--- src/hw/dcr_pkg.sv ---
// Constants, types and register map of the burst-read core
// What this block does
// - A started burst runs to its end; length chosen per command if enabled.
// - Read strobe preamble lasts 2 clocks, static or toggling by setting.
// - Strobe postamble lasts half a clock, or 1.5 clocks when extended.
// - Two lowest column bits are zero, so bursts start on multiples of four.
// - Read latency counts from the edge completing the second column cycle.
// - First data bit on first rising strobe edge after preamble, then each edge.
// - A read command at a rising clock edge while idle, with select still high at the next rising edge, starts a burst.
package dcr_pkg;
  localparam logic [7:0]  OFF_CTRL   = 8'h00;
  localparam logic [7:0]  OFF_STAT   = 8'h04;
  localparam logic [7:0]  OFF_COUNT  = 8'h08;
  localparam logic [1:0]  PAT_PAGE   = 2'h1;
  localparam logic [7:0]  CTRL_RESET = 8'h06;
  localparam logic [4:0]  OP_READ    = 5'h02;
  localparam logic [3:0]  MIN_READ_LATENCY = 4'h3;
  localparam logic [4:0]  PRE_HALVES      = 5'h04;
  localparam logic [4:0]  POST_STD_HALVES = 5'h01;
  localparam logic [4:0]  POST_EXT_HALVES = 5'h03;
  localparam logic [4:0]  SHORT_BEATS     = 5'h10;
  localparam logic [5:0]  LONG_BEATS      = 6'h20;

  typedef struct packed {
    logic       ext_postamble;
    logic       toggle_preamble;
    logic       long_burst;
    logic       otf_enable;
    logic [3:0] read_latency;
  } dcr_ctrl_t;

  typedef struct packed {
    logic       ck;
    logic       sel;
    logic [5:0] cmd_addr;
  } dcr_link_t;

  typedef enum logic [5:0] {
    ST_IDLE = 6'b000001,
    ST_CAS2 = 6'b000010,
    ST_LAT  = 6'b000100,
    ST_PRE  = 6'b001000,
    ST_DATA = 6'b010000,
    ST_POST = 6'b100000
  } dcr_state_t;
endpackage

--- src/hw/dcr_sync.sv ---
// Two-stage synchroniser for the link pins
`timescale 1ns/10ps
module dcr_sync #(
  parameter int W = 8
) (
  input  wire logic         i_clk,
  input  wire logic         i_arst_n,
  input  wire logic [W-1:0] i_async,
  output logic      [W-1:0] o_sync
);
  logic [W-1:0] meta_q;
  logic [W-1:0] sync_q;

  always_ff @(posedge i_clk or negedge i_arst_n)
  begin
    if (!i_arst_n)
    begin
      meta_q <= '0;
      sync_q <= '0;
    end
    else
    begin
      meta_q <= i_async;
      sync_q <= meta_q;
    end
  end

  assign o_sync = sync_q;
endmodule

--- src/hw/dcr_pat_ram.sv ---
// Read-data pattern store: one write port, two read ports
`timescale 1ns/10ps
module dcr_pat_ram #(
  parameter int DEPTH = 16,
  parameter int W     = 8,
  parameter int AW    = 4
) (
  input  wire logic          i_clk,
  input  wire logic          i_we,
  input  wire logic [AW-1:0] i_waddr,
  input  wire logic [W-1:0]  i_wdata,
  input  wire logic [AW-1:0] i_raddr_a,
  output logic      [W-1:0]  o_rdata_a,
  input  wire logic [AW-1:0] i_raddr_b,
  output logic      [W-1:0]  o_rdata_b
);
  logic [W-1:0] mem [DEPTH];

  always_ff @(posedge i_clk)
  begin
    if (i_we)
      mem[i_waddr] <= i_wdata;
  end

  assign o_rdata_a = mem[i_raddr_a];
  assign o_rdata_b = mem[i_raddr_b];
endmodule

--- src/hw/dcr_top.sv ---
// Burst-read core: command capture, latency, strobe and data drive
`timescale 1ns/10ps
module dcr_top #(
  parameter int DQ_W      = 8,
  parameter int PAT_DEPTH = 16
) (
  input  wire logic            i_clk,
  input  wire logic            i_arst_n,
  input  wire logic [7:0]      i_paddr,
  input  wire logic            i_psel,
  input  wire logic            i_penable,
  input  wire logic            i_pwrite,
  input  wire logic [31:0]     i_pwdata,
  output logic      [31:0]     o_prdata,
  output logic                 o_pready,
  output logic                 o_pslverr,
  input  wire logic            i_ck,
  input  wire logic            i_cmd_sel,
  input  wire logic [5:0]      i_cmd_addr,
  output logic                 o_dqs_t,
  output logic                 o_dqs_c,
  output logic                 o_dqs_oe,
  output logic      [DQ_W-1:0] o_dq,
  output logic                 o_dq_oe
);
  localparam int PAT_AW = $clog2(PAT_DEPTH);

  if (DQ_W < 1 || DQ_W > 32)
    $error("DQ_W must lie in 1..32");
  if (PAT_DEPTH < 2 || PAT_DEPTH > 16 || (1 << PAT_AW) != PAT_DEPTH)
    $error("PAT_DEPTH must be a power of two in 2..16");

  // Link pins into the local clock
  dcr_pkg::dcr_link_t link_raw;
  dcr_pkg::dcr_link_t link_s;
  logic [7:0]         link_sync;

  assign link_raw = '{ck: i_ck, sel: i_cmd_sel, cmd_addr: i_cmd_addr};

  dcr_sync #(
    .W (8)
  ) u_sync (
    .i_clk    (i_clk),
    .i_arst_n (i_arst_n),
    .i_async  (link_raw),
    .o_sync   (link_sync)
  );

  assign link_s = dcr_pkg::dcr_link_t'(link_sync);

  logic ck_q;
  wire  ck_rise = link_s.ck & ~ck_q;
  wire  ck_edge = link_s.ck ^ ck_q;

  // State and registers
  dcr_pkg::dcr_state_t st_q;
  dcr_pkg::dcr_state_t st_d;
  dcr_pkg::dcr_ctrl_t  ctrl_q;
  logic [4:0]          h_q;
  logic [4:0]          h_d;
  logic [3:0]          lat_q;
  logic [3:0]          lat_d;
  logic [7:0]          col_q;
  logic                long_q;
  logic                cmd_long_q;
  logic                refused_q;
  logic [15:0]         count_q;
  logic [31:0]         prdata_q;
  logic                pslverr_q;
  logic                dqs_q;
  logic                dqs_oe_q;
  logic [DQ_W-1:0]     dq_q;
  logic                dq_oe_q;

  // Command decode
  wire rd_cmd   = ck_rise & link_s.sel &
                  (link_s.cmd_addr[4:0] == dcr_pkg::OP_READ);
  wire busy     = (st_q != dcr_pkg::ST_IDLE);
  wire rd_first = rd_cmd & ~busy;
  wire refuse   = rd_cmd & busy & (st_q != dcr_pkg::ST_CAS2);
  wire cas_done = (st_q == dcr_pkg::ST_CAS2) & ck_rise & link_s.sel;

  // Effective latency never below what the preamble needs
  wire [3:0] lat_eff = (ctrl_q.read_latency < dcr_pkg::MIN_READ_LATENCY) ?
                       dcr_pkg::MIN_READ_LATENCY : ctrl_q.read_latency;
  wire [3:0] pre_at  = lat_eff - 4'h2;
  wire [3:0] lat_inc = lat_q + 4'h1;
  wire [4:0] beat_last = long_q ? 5'(dcr_pkg::LONG_BEATS - 6'h01) :
                         dcr_pkg::SHORT_BEATS - 5'h01;
  wire [4:0] post_last = ctrl_q.ext_postamble ?
                         dcr_pkg::POST_EXT_HALVES - 5'h01 :
                         dcr_pkg::POST_STD_HALVES - 5'h01;
  wire [4:0] pre_last  = dcr_pkg::PRE_HALVES - 5'h01;

  always_comb
  begin
    st_d  = st_q;
    h_d   = h_q;
    lat_d = lat_q;
    case (st_q)
      dcr_pkg::ST_IDLE:
        if (rd_first)
          st_d = dcr_pkg::ST_CAS2;
      dcr_pkg::ST_CAS2:
        if (ck_rise)
        begin
          st_d  = link_s.sel ? dcr_pkg::ST_LAT : dcr_pkg::ST_IDLE;
          lat_d = 4'h0;
        end
      dcr_pkg::ST_LAT:
        if (ck_rise)
        begin
          lat_d = lat_inc;
          if (lat_inc == pre_at)
          begin
            st_d = dcr_pkg::ST_PRE;
            h_d  = 5'h00;
          end
        end
      dcr_pkg::ST_PRE:
        if (ck_edge)
        begin
          h_d = h_q + 5'h01;
          if (h_q == pre_last)
          begin
            st_d = dcr_pkg::ST_DATA;
            h_d  = 5'h00;
          end
        end
      dcr_pkg::ST_DATA:
        if (ck_edge)
        begin
          h_d = h_q + 5'h01;
          if (h_q == beat_last)
          begin
            st_d = dcr_pkg::ST_POST;
            h_d  = 5'h00;
          end
        end
      dcr_pkg::ST_POST:
        if (ck_edge)
        begin
          h_d = h_q + 5'h01;
          if (h_q == post_last)
            st_d = dcr_pkg::ST_IDLE;
        end
      default:
        st_d = dcr_pkg::ST_IDLE;
    endcase
  end

  // Pin values for the next half cycle
  wire in_burst_d = (st_d == dcr_pkg::ST_PRE) | (st_d == dcr_pkg::ST_DATA) |
                    (st_d == dcr_pkg::ST_POST);
  wire dqs_d = (st_d == dcr_pkg::ST_DATA) ? ~h_d[0] :
               ((st_d == dcr_pkg::ST_PRE) & ctrl_q.toggle_preamble) ?
               ~h_d[0] : 1'b0;
  wire [PAT_AW-1:0] beat_idx = col_q[PAT_AW-1:0] + h_d[PAT_AW-1:0];
  logic [DQ_W-1:0]  beat_data;
  logic [DQ_W-1:0]  apb_pat;

  // Register decode
  wire apb_setup = i_psel & ~i_penable;
  wire apb_wr    = i_psel & i_penable & i_pwrite;
  wire aligned   = (i_paddr[1:0] == 2'b00);
  wire sel_ctrl  = (i_paddr == dcr_pkg::OFF_CTRL);
  wire sel_stat  = (i_paddr == dcr_pkg::OFF_STAT);
  wire sel_count = (i_paddr == dcr_pkg::OFF_COUNT);
  wire sel_pat   = (i_paddr[7:6] == dcr_pkg::PAT_PAGE) & aligned &
                   ({1'b0, i_paddr[5:2]} < 5'(PAT_DEPTH));
  wire map_hit   = sel_ctrl | sel_stat | sel_count | sel_pat;
  wire [31:0] stat_word = {16'h0000, col_q, 5'h00, long_q, refused_q, busy};
  wire [31:0] rd_word   = sel_ctrl  ? {24'h00_0000, ctrl_q} :
                          sel_stat  ? stat_word :
                          sel_count ? {16'h0000, count_q} :
                          sel_pat   ? 32'(apb_pat) : 32'h0000_0000;
  wire clr_refused = apb_wr & sel_stat & i_pwdata[1];
  wire burst_done  = (st_q == dcr_pkg::ST_POST) & (st_d == dcr_pkg::ST_IDLE);

  dcr_pat_ram #(
    .DEPTH (PAT_DEPTH),
    .W     (DQ_W),
    .AW    (PAT_AW)
  ) u_pat (
    .i_clk     (i_clk),
    .i_we      (apb_wr & sel_pat),
    .i_waddr   (i_paddr[PAT_AW+1:2]),
    .i_wdata   (i_pwdata[DQ_W-1:0]),
    .i_raddr_a (i_paddr[PAT_AW+1:2]),
    .o_rdata_a (apb_pat),
    .i_raddr_b (beat_idx),
    .o_rdata_b (beat_data)
  );

  always_ff @(posedge i_clk or negedge i_arst_n)
  begin
    if (!i_arst_n)
    begin
      ck_q  <= 1'b0;
      st_q  <= dcr_pkg::ST_IDLE;
      h_q   <= 5'h00;
      lat_q <= 4'h0;
    end
    else
    begin
      ck_q  <= link_s.ck;
      st_q  <= st_d;
      h_q   <= h_d;
      lat_q <= lat_d;
    end
  end

  // Command fields
  always_ff @(posedge i_clk or negedge i_arst_n)
  begin
    if (!i_arst_n)
    begin
      cmd_long_q <= 1'b0;
      col_q      <= 8'h00;
      long_q     <= 1'b0;
    end
    else if (rd_first)
      cmd_long_q <= link_s.cmd_addr[5];
    else if (cas_done)
    begin
      col_q  <= {link_s.cmd_addr, 2'b00};
      long_q <= ctrl_q.otf_enable ? cmd_long_q : ctrl_q.long_burst;
    end
  end

  // Pins change only on link edges
  always_ff @(posedge i_clk or negedge i_arst_n)
  begin
    if (!i_arst_n)
    begin
      dqs_q    <= 1'b0;
      dqs_oe_q <= 1'b0;
      dq_q     <= '0;
      dq_oe_q  <= 1'b0;
    end
    else if (ck_edge)
    begin
      dqs_q    <= dqs_d;
      dqs_oe_q <= in_burst_d;
      dq_q     <= (st_d == dcr_pkg::ST_DATA) ? beat_data : '0;
      dq_oe_q  <= (st_d == dcr_pkg::ST_DATA);
    end
  end

  // Software registers
  always_ff @(posedge i_clk or negedge i_arst_n)
  begin
    if (!i_arst_n)
    begin
      ctrl_q    <= dcr_pkg::CTRL_RESET;
      refused_q <= 1'b0;
      count_q   <= 16'h0000;
      prdata_q  <= 32'h0000_0000;
      pslverr_q <= 1'b0;
    end
    else
    begin
      if (apb_wr & sel_ctrl)
        ctrl_q <= dcr_pkg::dcr_ctrl_t'(i_pwdata[7:0]);
      refused_q <= refuse | (refused_q & ~clr_refused);
      if (burst_done)
        count_q <= count_q + 16'h0001;
      if (apb_setup)
      begin
        prdata_q  <= rd_word;
        pslverr_q <= ~map_hit;
      end
    end
  end

  assign o_prdata  = prdata_q;
  assign o_pready  = 1'b1;
  assign o_pslverr = pslverr_q;
  assign o_dqs_t   = dqs_q;
  assign o_dqs_c   = ~dqs_q;
  assign o_dqs_oe  = dqs_oe_q;
  assign o_dq      = dq_q;
  assign o_dq_oe   = dq_oe_q;

  // Helper: link rises since the command completed
  logic [3:0] rise_cnt_q;
  always_ff @(posedge i_clk or negedge i_arst_n)
  begin
    if (!i_arst_n)
      rise_cnt_q <= 4'h0;
    else if (cas_done)
      rise_cnt_q <= 4'h0;
    else if (ck_rise)
      rise_cnt_q <= rise_cnt_q + 4'h1;
  end
endmodule

--- config.mk ---
export PLATFORM = sky130hd
export DESIGN_NAME = dcr_top
export DESIGN_NICKNAME = d
export VERILOG_FILES = /design/src/hw/dcr_pkg.sv /design/src/hw/dcr_sync.sv /design/src/hw/dcr_pat_ram.sv /design/src/hw/dcr_top.sv
export SDC_FILE = /design/constraint.sdc
export NUM_CORES = 1
export LEC_CHECK = 0
export ABC_AREA = 1
export BUFFER_PORTS_ARGS = -buffer_cell sky130_fd_sc_hd__clkbuf_2
export CAP_MARGIN = 40
export CORE_ASPECT_RATIO = 1.1
export CORE_MARGIN = 8
export CORE_UTILIZATION = 47
export DETAILED_ROUTE_END_ITERATION = 8
export PLACE_DENSITY_LB_ADDON = 0.1
export SYNTH_ARGS = -nofsm -noshare
export SYNTH_HDL_FRONTEND = slang
export SYNTH_SLANG_ARGS = --single-unit
--- constraint.sdc ---
create_clock -name i_clk -period 5.45 [get_ports i_clk]
set_input_delay 0.2725 -clock i_clk [delete_from_list [all_inputs] [get_ports i_clk]]
set_output_delay 0.2725 -clock i_clk [all_outputs]
set_load 0.005 [all_outputs]
==> run metrics, run 1 <==
GR Overflow Total 0; met2 usage 0.3763; Critical Path RT between 5 and 6 ns; Clk pin slew, worst setup/hold paths roughly 0.060 ns; asr flop ratio synth 0.4208; Initial Util 0.4740; Core Region 0.02271 mm2; Worst Hold Margin between 0.15 and 0.2 ns; CP max FO 17; Cell variety after synth between 50 and 60; Routed WL per cell 20.65 um; Seq cells post-synth 221; cell taking the most area after synthesis edfxtp_1; FP Rows 58; Slew Limit Fails 0; Yosys top cell area share 0.3570; status complete, no violations; Antenna Violating Nets Remaining 0; Hold Path Class primary input to asynchronous set/reset pin; Mapped Cells 1116; Leakage Power approximately 5 nW; total chip power about 3.6 mW; Max Clk Rate around 270 MHz; Fillers slightly above 2k; Total Routing Usage GR 0.2170; RSZ-0062 raised after global routing no; I/O pins between 90 and 100; final worst-path cycle share 0.6780; post-synthesis sequential area ratio 0.5735; Initial DRT Pass Iterations 6; YS warnings 0; worst slew pin tran between 0.9 and 1 ns; Crit Path Class flip-flop to flip-flop; maxcap violations 0; Die H about 170 um; CTS tree built; GRT busiest layer met2; drt drc 0; cell with the most instances after synthesis nand3_1; Die Wd roughly 160 um; largest cells by area after synthesis edfxtp_1 36%, dfrtp_1 21%, nand3_1 12%; reg-to-reg slack, setup 1.76 ns; layout cell share with drive strength beyond 1 0.1284; PD cells between 200 and 300 mW/mm2; worst IR drop on VDD roughly 0.00025 V; Via-to-Cell Ratio approximately 5.7; final-report hold violation count 0; Max Root-Sink Buffers 3; M1 GR Usage 0.2662; Startpoint Class flip-flop; Die Area 0.02801 mm2; Mean Syn Cell Area 9.647 um2; hold buffer count at CTS 9; final setup violation count 0; Resized cells post-CTS 0; R2R cell count 19; CTS sink cnt about 220; pin count of the biggest net entering global routing between 60 and 70; Post-layout nets approximately 1.2k; launching point of the worst reg2reg path ctrl_q[1]$_DFFE_PN1P_; placer congestion estimate 0.8826; final wirelength ~30 mm; CP Capture Type flip-flop; Final Critical Period around 3.7 ns; clk_lat worst skew 0.52 ns; Clk Tree Root Cell clkbuf_16; number of post-CTS setup repair buffers 0; Setup TNS 0 ns; CTS Buf Count 24; CP arrival 4.15 ns; number of buffers added on ports 57; Top FF cell, synth edfxtp_1; Post-synth top cells 260 x nand3_1, 201 x nand2_1, 128 x edfxtp_1; vias post-DR around 8.5k; worst r2r dst o_dq[1]$_DFFE_PN0N_; number of global-route vias before repair around 8.2k; post-DP HPWL just over 20 mm; Mapped Area around 0.011 mm2; Layout area overhead 12.81%; H-tree Lvls 1; EDFF count, synth 128; met3 Use GR 0.03201; first-pass GRT wire length 47.42 mm; initial antenna violation count 0; Slew HR 0.3975; n_diodes 0; initial drt markers just under 700; clk_skew 0.007228 ns
==> sequential cells by signal, indices dropped and copies added (netlist names) <==
name           count
ck_q               1
cmd_long_q         1
col_q              6
count_q           16
ctrl_q             8
h_q                5
lat_q              4
long_q             1
o_dq               8
o_dq_oe            1
o_dqs_oe           1
o_dqs_t            1
o_prdata          16
o_pslverr          1
refused_q          1
st_q               6
u_pat.mem        128
u_sync.meta_q      8
u_sync.o_sync      8
==> kinds of logic (layout without fill, tap and decap cells) <==
logic type | count (synthesis) | after routing | share of synthesized area
other | 2 | 17 | 0.0006975
muxes | 2 | 2 | 0.002092
DFF | 221 | 221 | 0.5735
buffers and inverters | 176 | 237 | 0.07624
AOI/OAI and AO/OA | 129 | 129 | 0.07995
and+or+nand+nor | 560 | 560 | 0.2425
adders and majority gates | 6 | 6 | 0.006973
xor gates and xnor gates | 20 | 20 | 0.01801
==> through the flow <==
| stage | util | cells | cell area, um2 | setup WS [ns] |
|---|---|---|---|---|
| 2_1_floorplan | - | 1131 | 10820 | 2.548 |
| 3_3_place_gp | 0.4919 | 1431 | 11170 | 1.828 |
| 3_5_place_dp | 0.4960 | 1438 | 11270 | 1.800 |
| 4_1_cts | 0.5344 | 1491 | 12140 | 1.757 |
| 5_1_grt | 0.5347 | 1492 | 12150 | 1.522 |
| 6_report | 0.5347 | 1492 | 12150 | 1.755 |
==> report_power, final <==
group	switching, mW	total, mW	internal (mW)
Sequential	0.00991	1.80	1.79
Clock	0.655	1.62	0.961
Combinational	0.138	0.194	0.0560
Total	0.803	3.61	2.81
==> cell type report <==
class	instances	area [um2]	area share
Sequential cell	221	6175	0.5084
Multi-Input combinational cell	734	3832	0.3155
Clock buffer	34	679.4	0.05594
Timing Repair Buffer	89	590.6	0.04862
Inverter	104	390.4	0.03214
Tap cell	300	375.4	0.03091
Clock inverter	10	102.6	0.008447
==> metal layers <==
metal,up-vias,wire length [um]
met5,-,0
li1,3974,-
met3,65,2053
met4,0,1129
met1,4098,12330
met2,349,15290
==> worst max-delay path by stage <==
| stage | from | endpoint |
|---|---|---|
| 2_1_floorplan | ctrl_q[1]$_DFFE_PN1P_ | o_dq[6]$_DFFE_PN0N_ |
| 3_3_place_gp | ctrl_q[1]$_DFFE_PN1P_ | o_dq[7]$_DFFE_PN0N_ |
| 3_5_place_dp | ctrl_q[1]$_DFFE_PN1P_ | o_dq[7]$_DFFE_PN0N_ |
| 4_1_cts | ctrl_q[1]$_DFFE_PN1P_ | o_dq[7]$_DFFE_PN0N_ |
| 5_1_grt | ctrl_q[1]$_DFFE_PN1P_ | o_dq[1]$_DFFE_PN0N_ |
| 6_report | ctrl_q[1]$_DFFE_PN1P_ | o_dq[1]$_DFFE_PN0N_ |
==> worst max-delay path, cell delays in order, from the launching register on <==
cell and delay, ns:
dfstp_2 0.54, inv_1 0.06, o21ai_0 0.11, inv_1 0.07
ha_1 0.30, nand3b_1 0.11, nand3_1 0.06, nor2_1 0.14
nand2_1 0.06, nand2_1 0.11, nand2_4 0.11, nand2_1 0.07
o21ai_0 0.12, ha_1 0.31, buf_4 0.22, inv_1 0.54
nand3_1 0.28, nand3_1 0.17, nand3_1 0.15, nand2_1 0.09
==> placed cells by master, fill, tap and decap left out, types with 4 or more instances in the layout <==
master / netlist / routed
nand4_1: 9 / 9
inv_2: 6 / 6
or2_2: 6 / 6
dlygate4sd3_1: 0 / 9
dfrtp_1: 90 / 90
nor3_1: 13 / 13
a31oi_1: 22 / 22
inv_1: 95 / 95
ha_1: 6 / 6
clkinv_1: 3 / 6
xor2_1: 16 / 16
nand2_1: 201 / 201
nand3_1: 260 / 260
conb_1: 2 / 17
clkbuf_1: 24 / 7
a21oi_1: 12 / 12
nor2_2: 2 / 4
edfxtp_1: 128 / 128
a22oi_1: 32 / 32
nor2_1: 50 / 48
o22ai_1: 16 / 16
o221ai_1: 6 / 6
clkbuf_2: 0 / 56
o21ai_0: 28 / 28
buf_4: 26 / 22
clkbuf_16: 0 / 25
(Power assumes the default switching activity.)
==> run 2: changes to the inputs <==
--- a/config.mk
+++ b/config.mk
@@ -5,7 +5,7 @@
 export SDC_FILE = /design/constraint.sdc
 export NUM_CORES = 1
 export LEC_CHECK = 0
-export ABC_AREA = 1
+export ABC_AREA = 0
 export BUFFER_PORTS_ARGS = -buffer_cell sky130_fd_sc_hd__clkbuf_2
 export CAP_MARGIN = 40
 export CORE_ASPECT_RATIO = 1.1
==> constraint.sdc (replaced) <==
create_clock -name i_clk -period 3.7 [get_ports i_clk]
set_input_delay 0.185 -clock i_clk [delete_from_list [all_inputs] [get_ports i_clk]]
set_output_delay 0.185 -clock i_clk [all_outputs]
set_load 0.005 [all_outputs]
==> run 2 against run 1 <==
The flow now finishes with violations (negative setup slack). First-iteration DRC count shrank 26%. Power grew 49%. Sequential power grew 47%. Utilization grew 3.6 points. Clock power grew 51%. Synthesized cell count shrank 34%. Largest cell class unchanged.
==> run metrics, run 2 <==
status finished, violations left; failing checks negative setup slack; CTS tree built; largest cells by area after synthesis edfxtp_1 37%, dfrtp_1 22%, mux4_2 12%; Mapped Cells 742; final wirelength between 20 and 30 mm; XOR/XNOR share of the synthesized area 0.02229; CP arrival roughly 4.2 ns; Hold Path Class primary input to flip-flop; post-DP HPWL 19.70 mm; Crit Path Class flip-flop to flip-flop; CP Capture Type flip-flop; pre-CTS WS -0.1269 ns; Max Clk Rate around 260 MHz; Cell variety after synth just under 70; Routed WL per cell 23.78 um; maxcap violations 0; n_diodes 0; Core Region 0.02197 mm2; Yosys top cell area share 0.3682; Via-to-Cell Ratio slightly below 6; YS warnings 0; Synth Area in Compound Gates 0.08978; first-pass GRT wire length roughly 43 mm; dpl cells 1125; post-synthesis mux area share 0.1653; cell taking the most area after synthesis edfxtp_1; placer congestion estimate around 0.86; FP Rows 57; worst slew pin tran 0.8156 ns; layout cell share with drive strength beyond 1 0.3217; Initial Util 0.4752; most common cell after layout, fill and taps aside edfxtp_1; cell with the most instances after synthesis edfxtp_1; Clk pin slew, worst setup/hold paths about 0.060 ns; post-synthesis adder-cell area fraction 0.007192; CTS Buf Count 24; Slew Limit Fails 0; I/O pins 99; CP max FO 3; combinational family with the most area after synthesis multiplexers; number of global-route vias before repair about 7.0k; PD cells 429.4 mW/mm2; most frequent cells in the layout 128 x edfxtp_1, 90 x dfrtp_1, 63 x buf_4, 58 x nand2_1, 56 x clkbuf_2; GR Overflow Total 0; simple-gate portion of the synthesized area 0.09205; pin count of the biggest net entering global routing 39; worst IR drop on VDD between 0.0004 and 0.0005 V; Die Area around 0.027 mm2; Startpoint Class flip-flop; final worst slack -0.07670 ns; Post-synth top cells 128 x edfxtp_1, 90 x dfrtp_1, 59 x nand2_1; RSZ-0062 raised after global routing yes; Post-layout nets ~930; CTS sink cnt 221; Non-Filler Instances ~1.2k; Total Routing Usage GR 0.2113; number of buffers added on ports between 50 and 60; clk_skew 0.01530 ns; Leakage Power roughly 4.8 nW; Top FF cell, synth edfxtp_1; Antenna Violating Nets Remaining 0; H-tree Lvls 1; asr flop ratio synth 0.4208; post-synthesis sequential area ratio 0.5915; Clk Tree Root Cell clkbuf_16; largest reg by FF count u_pat.mem; Die H approximately 170 um; Die Wd 158.1 um; Slew HR 0.4562; initial antenna violation count 0; Mean Syn Cell Area 14.07 um2; initial drt markers between 500 and 600; Final Critical Period around 3.8 ns; vias post-DR slightly below 7k; EDFF count, synth 128; Mapped Area approximately 0.010 mm2; clk_lat worst skew approximately 0.52 ns; Layout area overhead 20.00%; Max Root-Sink Buffers 3; final worst-path cycle share 1.021; Largest register FFs 128; final-report hold violation count 0; final setup violation count 7; drt drc 0; Seq cells post-synth 221; Critical Path RT 4.10 ns; Initial DRT Pass Iterations 5
## run 2: power by group
group | internal, mW | total, mW | switching, mW
sequential | 2.64 | 2.65 | 0.0180
clock | 1.48 | 2.45 | 0.965
combinational | 0.114 | 0.277 | 0.163
## run 2: metal layers
layer | vias to the layer above | track usage | wire, um
met4 | 0 | 0.06237 | 719
met1 | 3494 | 0.2702 | 11410
met3 | 44 | 0.02925 | 1593
li1 | 3109 | - | -
met2 | 225 | 0.3683 | 14360
met5 | - | 0 | 0
## run 2: final timing paths
check / from / end / slack, ns / depth (start not counted)
max: ctrl_q[2]$_DFFE_PN1P_ / o_dq[6]$_DFFE_PN0N_ / -0.08 / 18
max in group asynchronous: i_arst_n / u_sync.o_sync[4]$_DFF_PN0_ / 2.58 / 4
min in group asynchronous: i_arst_n / st_q[5]$_DFF_PN0_ / 0.16 / 2
max reg2reg: ctrl_q[2]$_DFFE_PN1P_ / o_dq[6]$_DFFE_PN0N_ / -0.08 / 18
min reg2reg: u_sync.meta_q[4]$_DFF_PN0_ / u_sync.o_sync[4]$_DFF_PN0_ / 0.35 / 0
min: i_pwdata[3] / u_pat.mem[4][3]$_DFFE_PP_ / 0.14 / 1
## run 2: cell type report
class                           count  area (um2)
Tap cell                          295       369.1
Sequential cell                   221        6175
Clock buffer                       33       710.7
Clock inverter                     11       110.1
Timing Repair Buffer              139        1040
Fill cell                        1810        9439
Multi-Input combinational cell    473        4089
Inverter                            9       33.78
## run 2: cells by family (layout without fill, tap and decap cells)
logic type               after synthesis  in the layout
AO/OA/AOI/OAI                        133            133
XOR/XNOR                              25             25
adder cells (fa/ha/maj)                6              6
buffers and inverters                 63            192
flip-flops                           221            221
multiplexers                         101            101
other                                  2             17
AND/OR/NAND/NOR                      191            191
## run 2: worst max-delay path, stage by stage, from the launching register on
cell      delay, ns
dfstp_2        0.56
nor2_4         0.05
nor2_4         0.10
ha_4           0.21
xnor2_2        0.13
xnor2_1        0.19
nor3b_2        0.22
a21bo_2        0.17
nand2_2        0.06
o21ai_2        0.15
o41ai_2        0.10
ha_2           0.22
xnor2_2        0.19
a311oi_1       0.07
or4b_1         0.56
nand3b_1       0.22
buf_6          0.15
nor4_1         0.04
a221o_1        0.27
## run 2: per-stage QoR
| stage | total power [mW] | instance area (um2) | utilization | hold slack, ns | setup TNS, ns |
|---|---|---|---|---|---|
| detailed placement | 2.971 | 11490 | 0.5232 | 0.1523 | -0.8248 |
| global route | 5.556 | 12530 | 0.5703 | 0.1576 | -1.773 |
| floorplan | 2.845 | 10500 | - | -0.1106 | 0 |
| CTS | 5.422 | 12470 | 0.5677 | 0.1282 | -0.5810 |
| finish | 5.379 | 12530 | 0.5703 | 0.1385 | -0.4842 |
| global placement | 2.957 | 11430 | 0.5204 | 0.2964 | -0.6560 |
## run 2: what timing repair did
action,4_1_cts,5_1_grt
buffers inserted,3,0
hold buffers,9,0
hold endpoints to repair,72,0
resized for setup,12,11
pin swaps,10,10
endpoints found under the setup margin,8,8
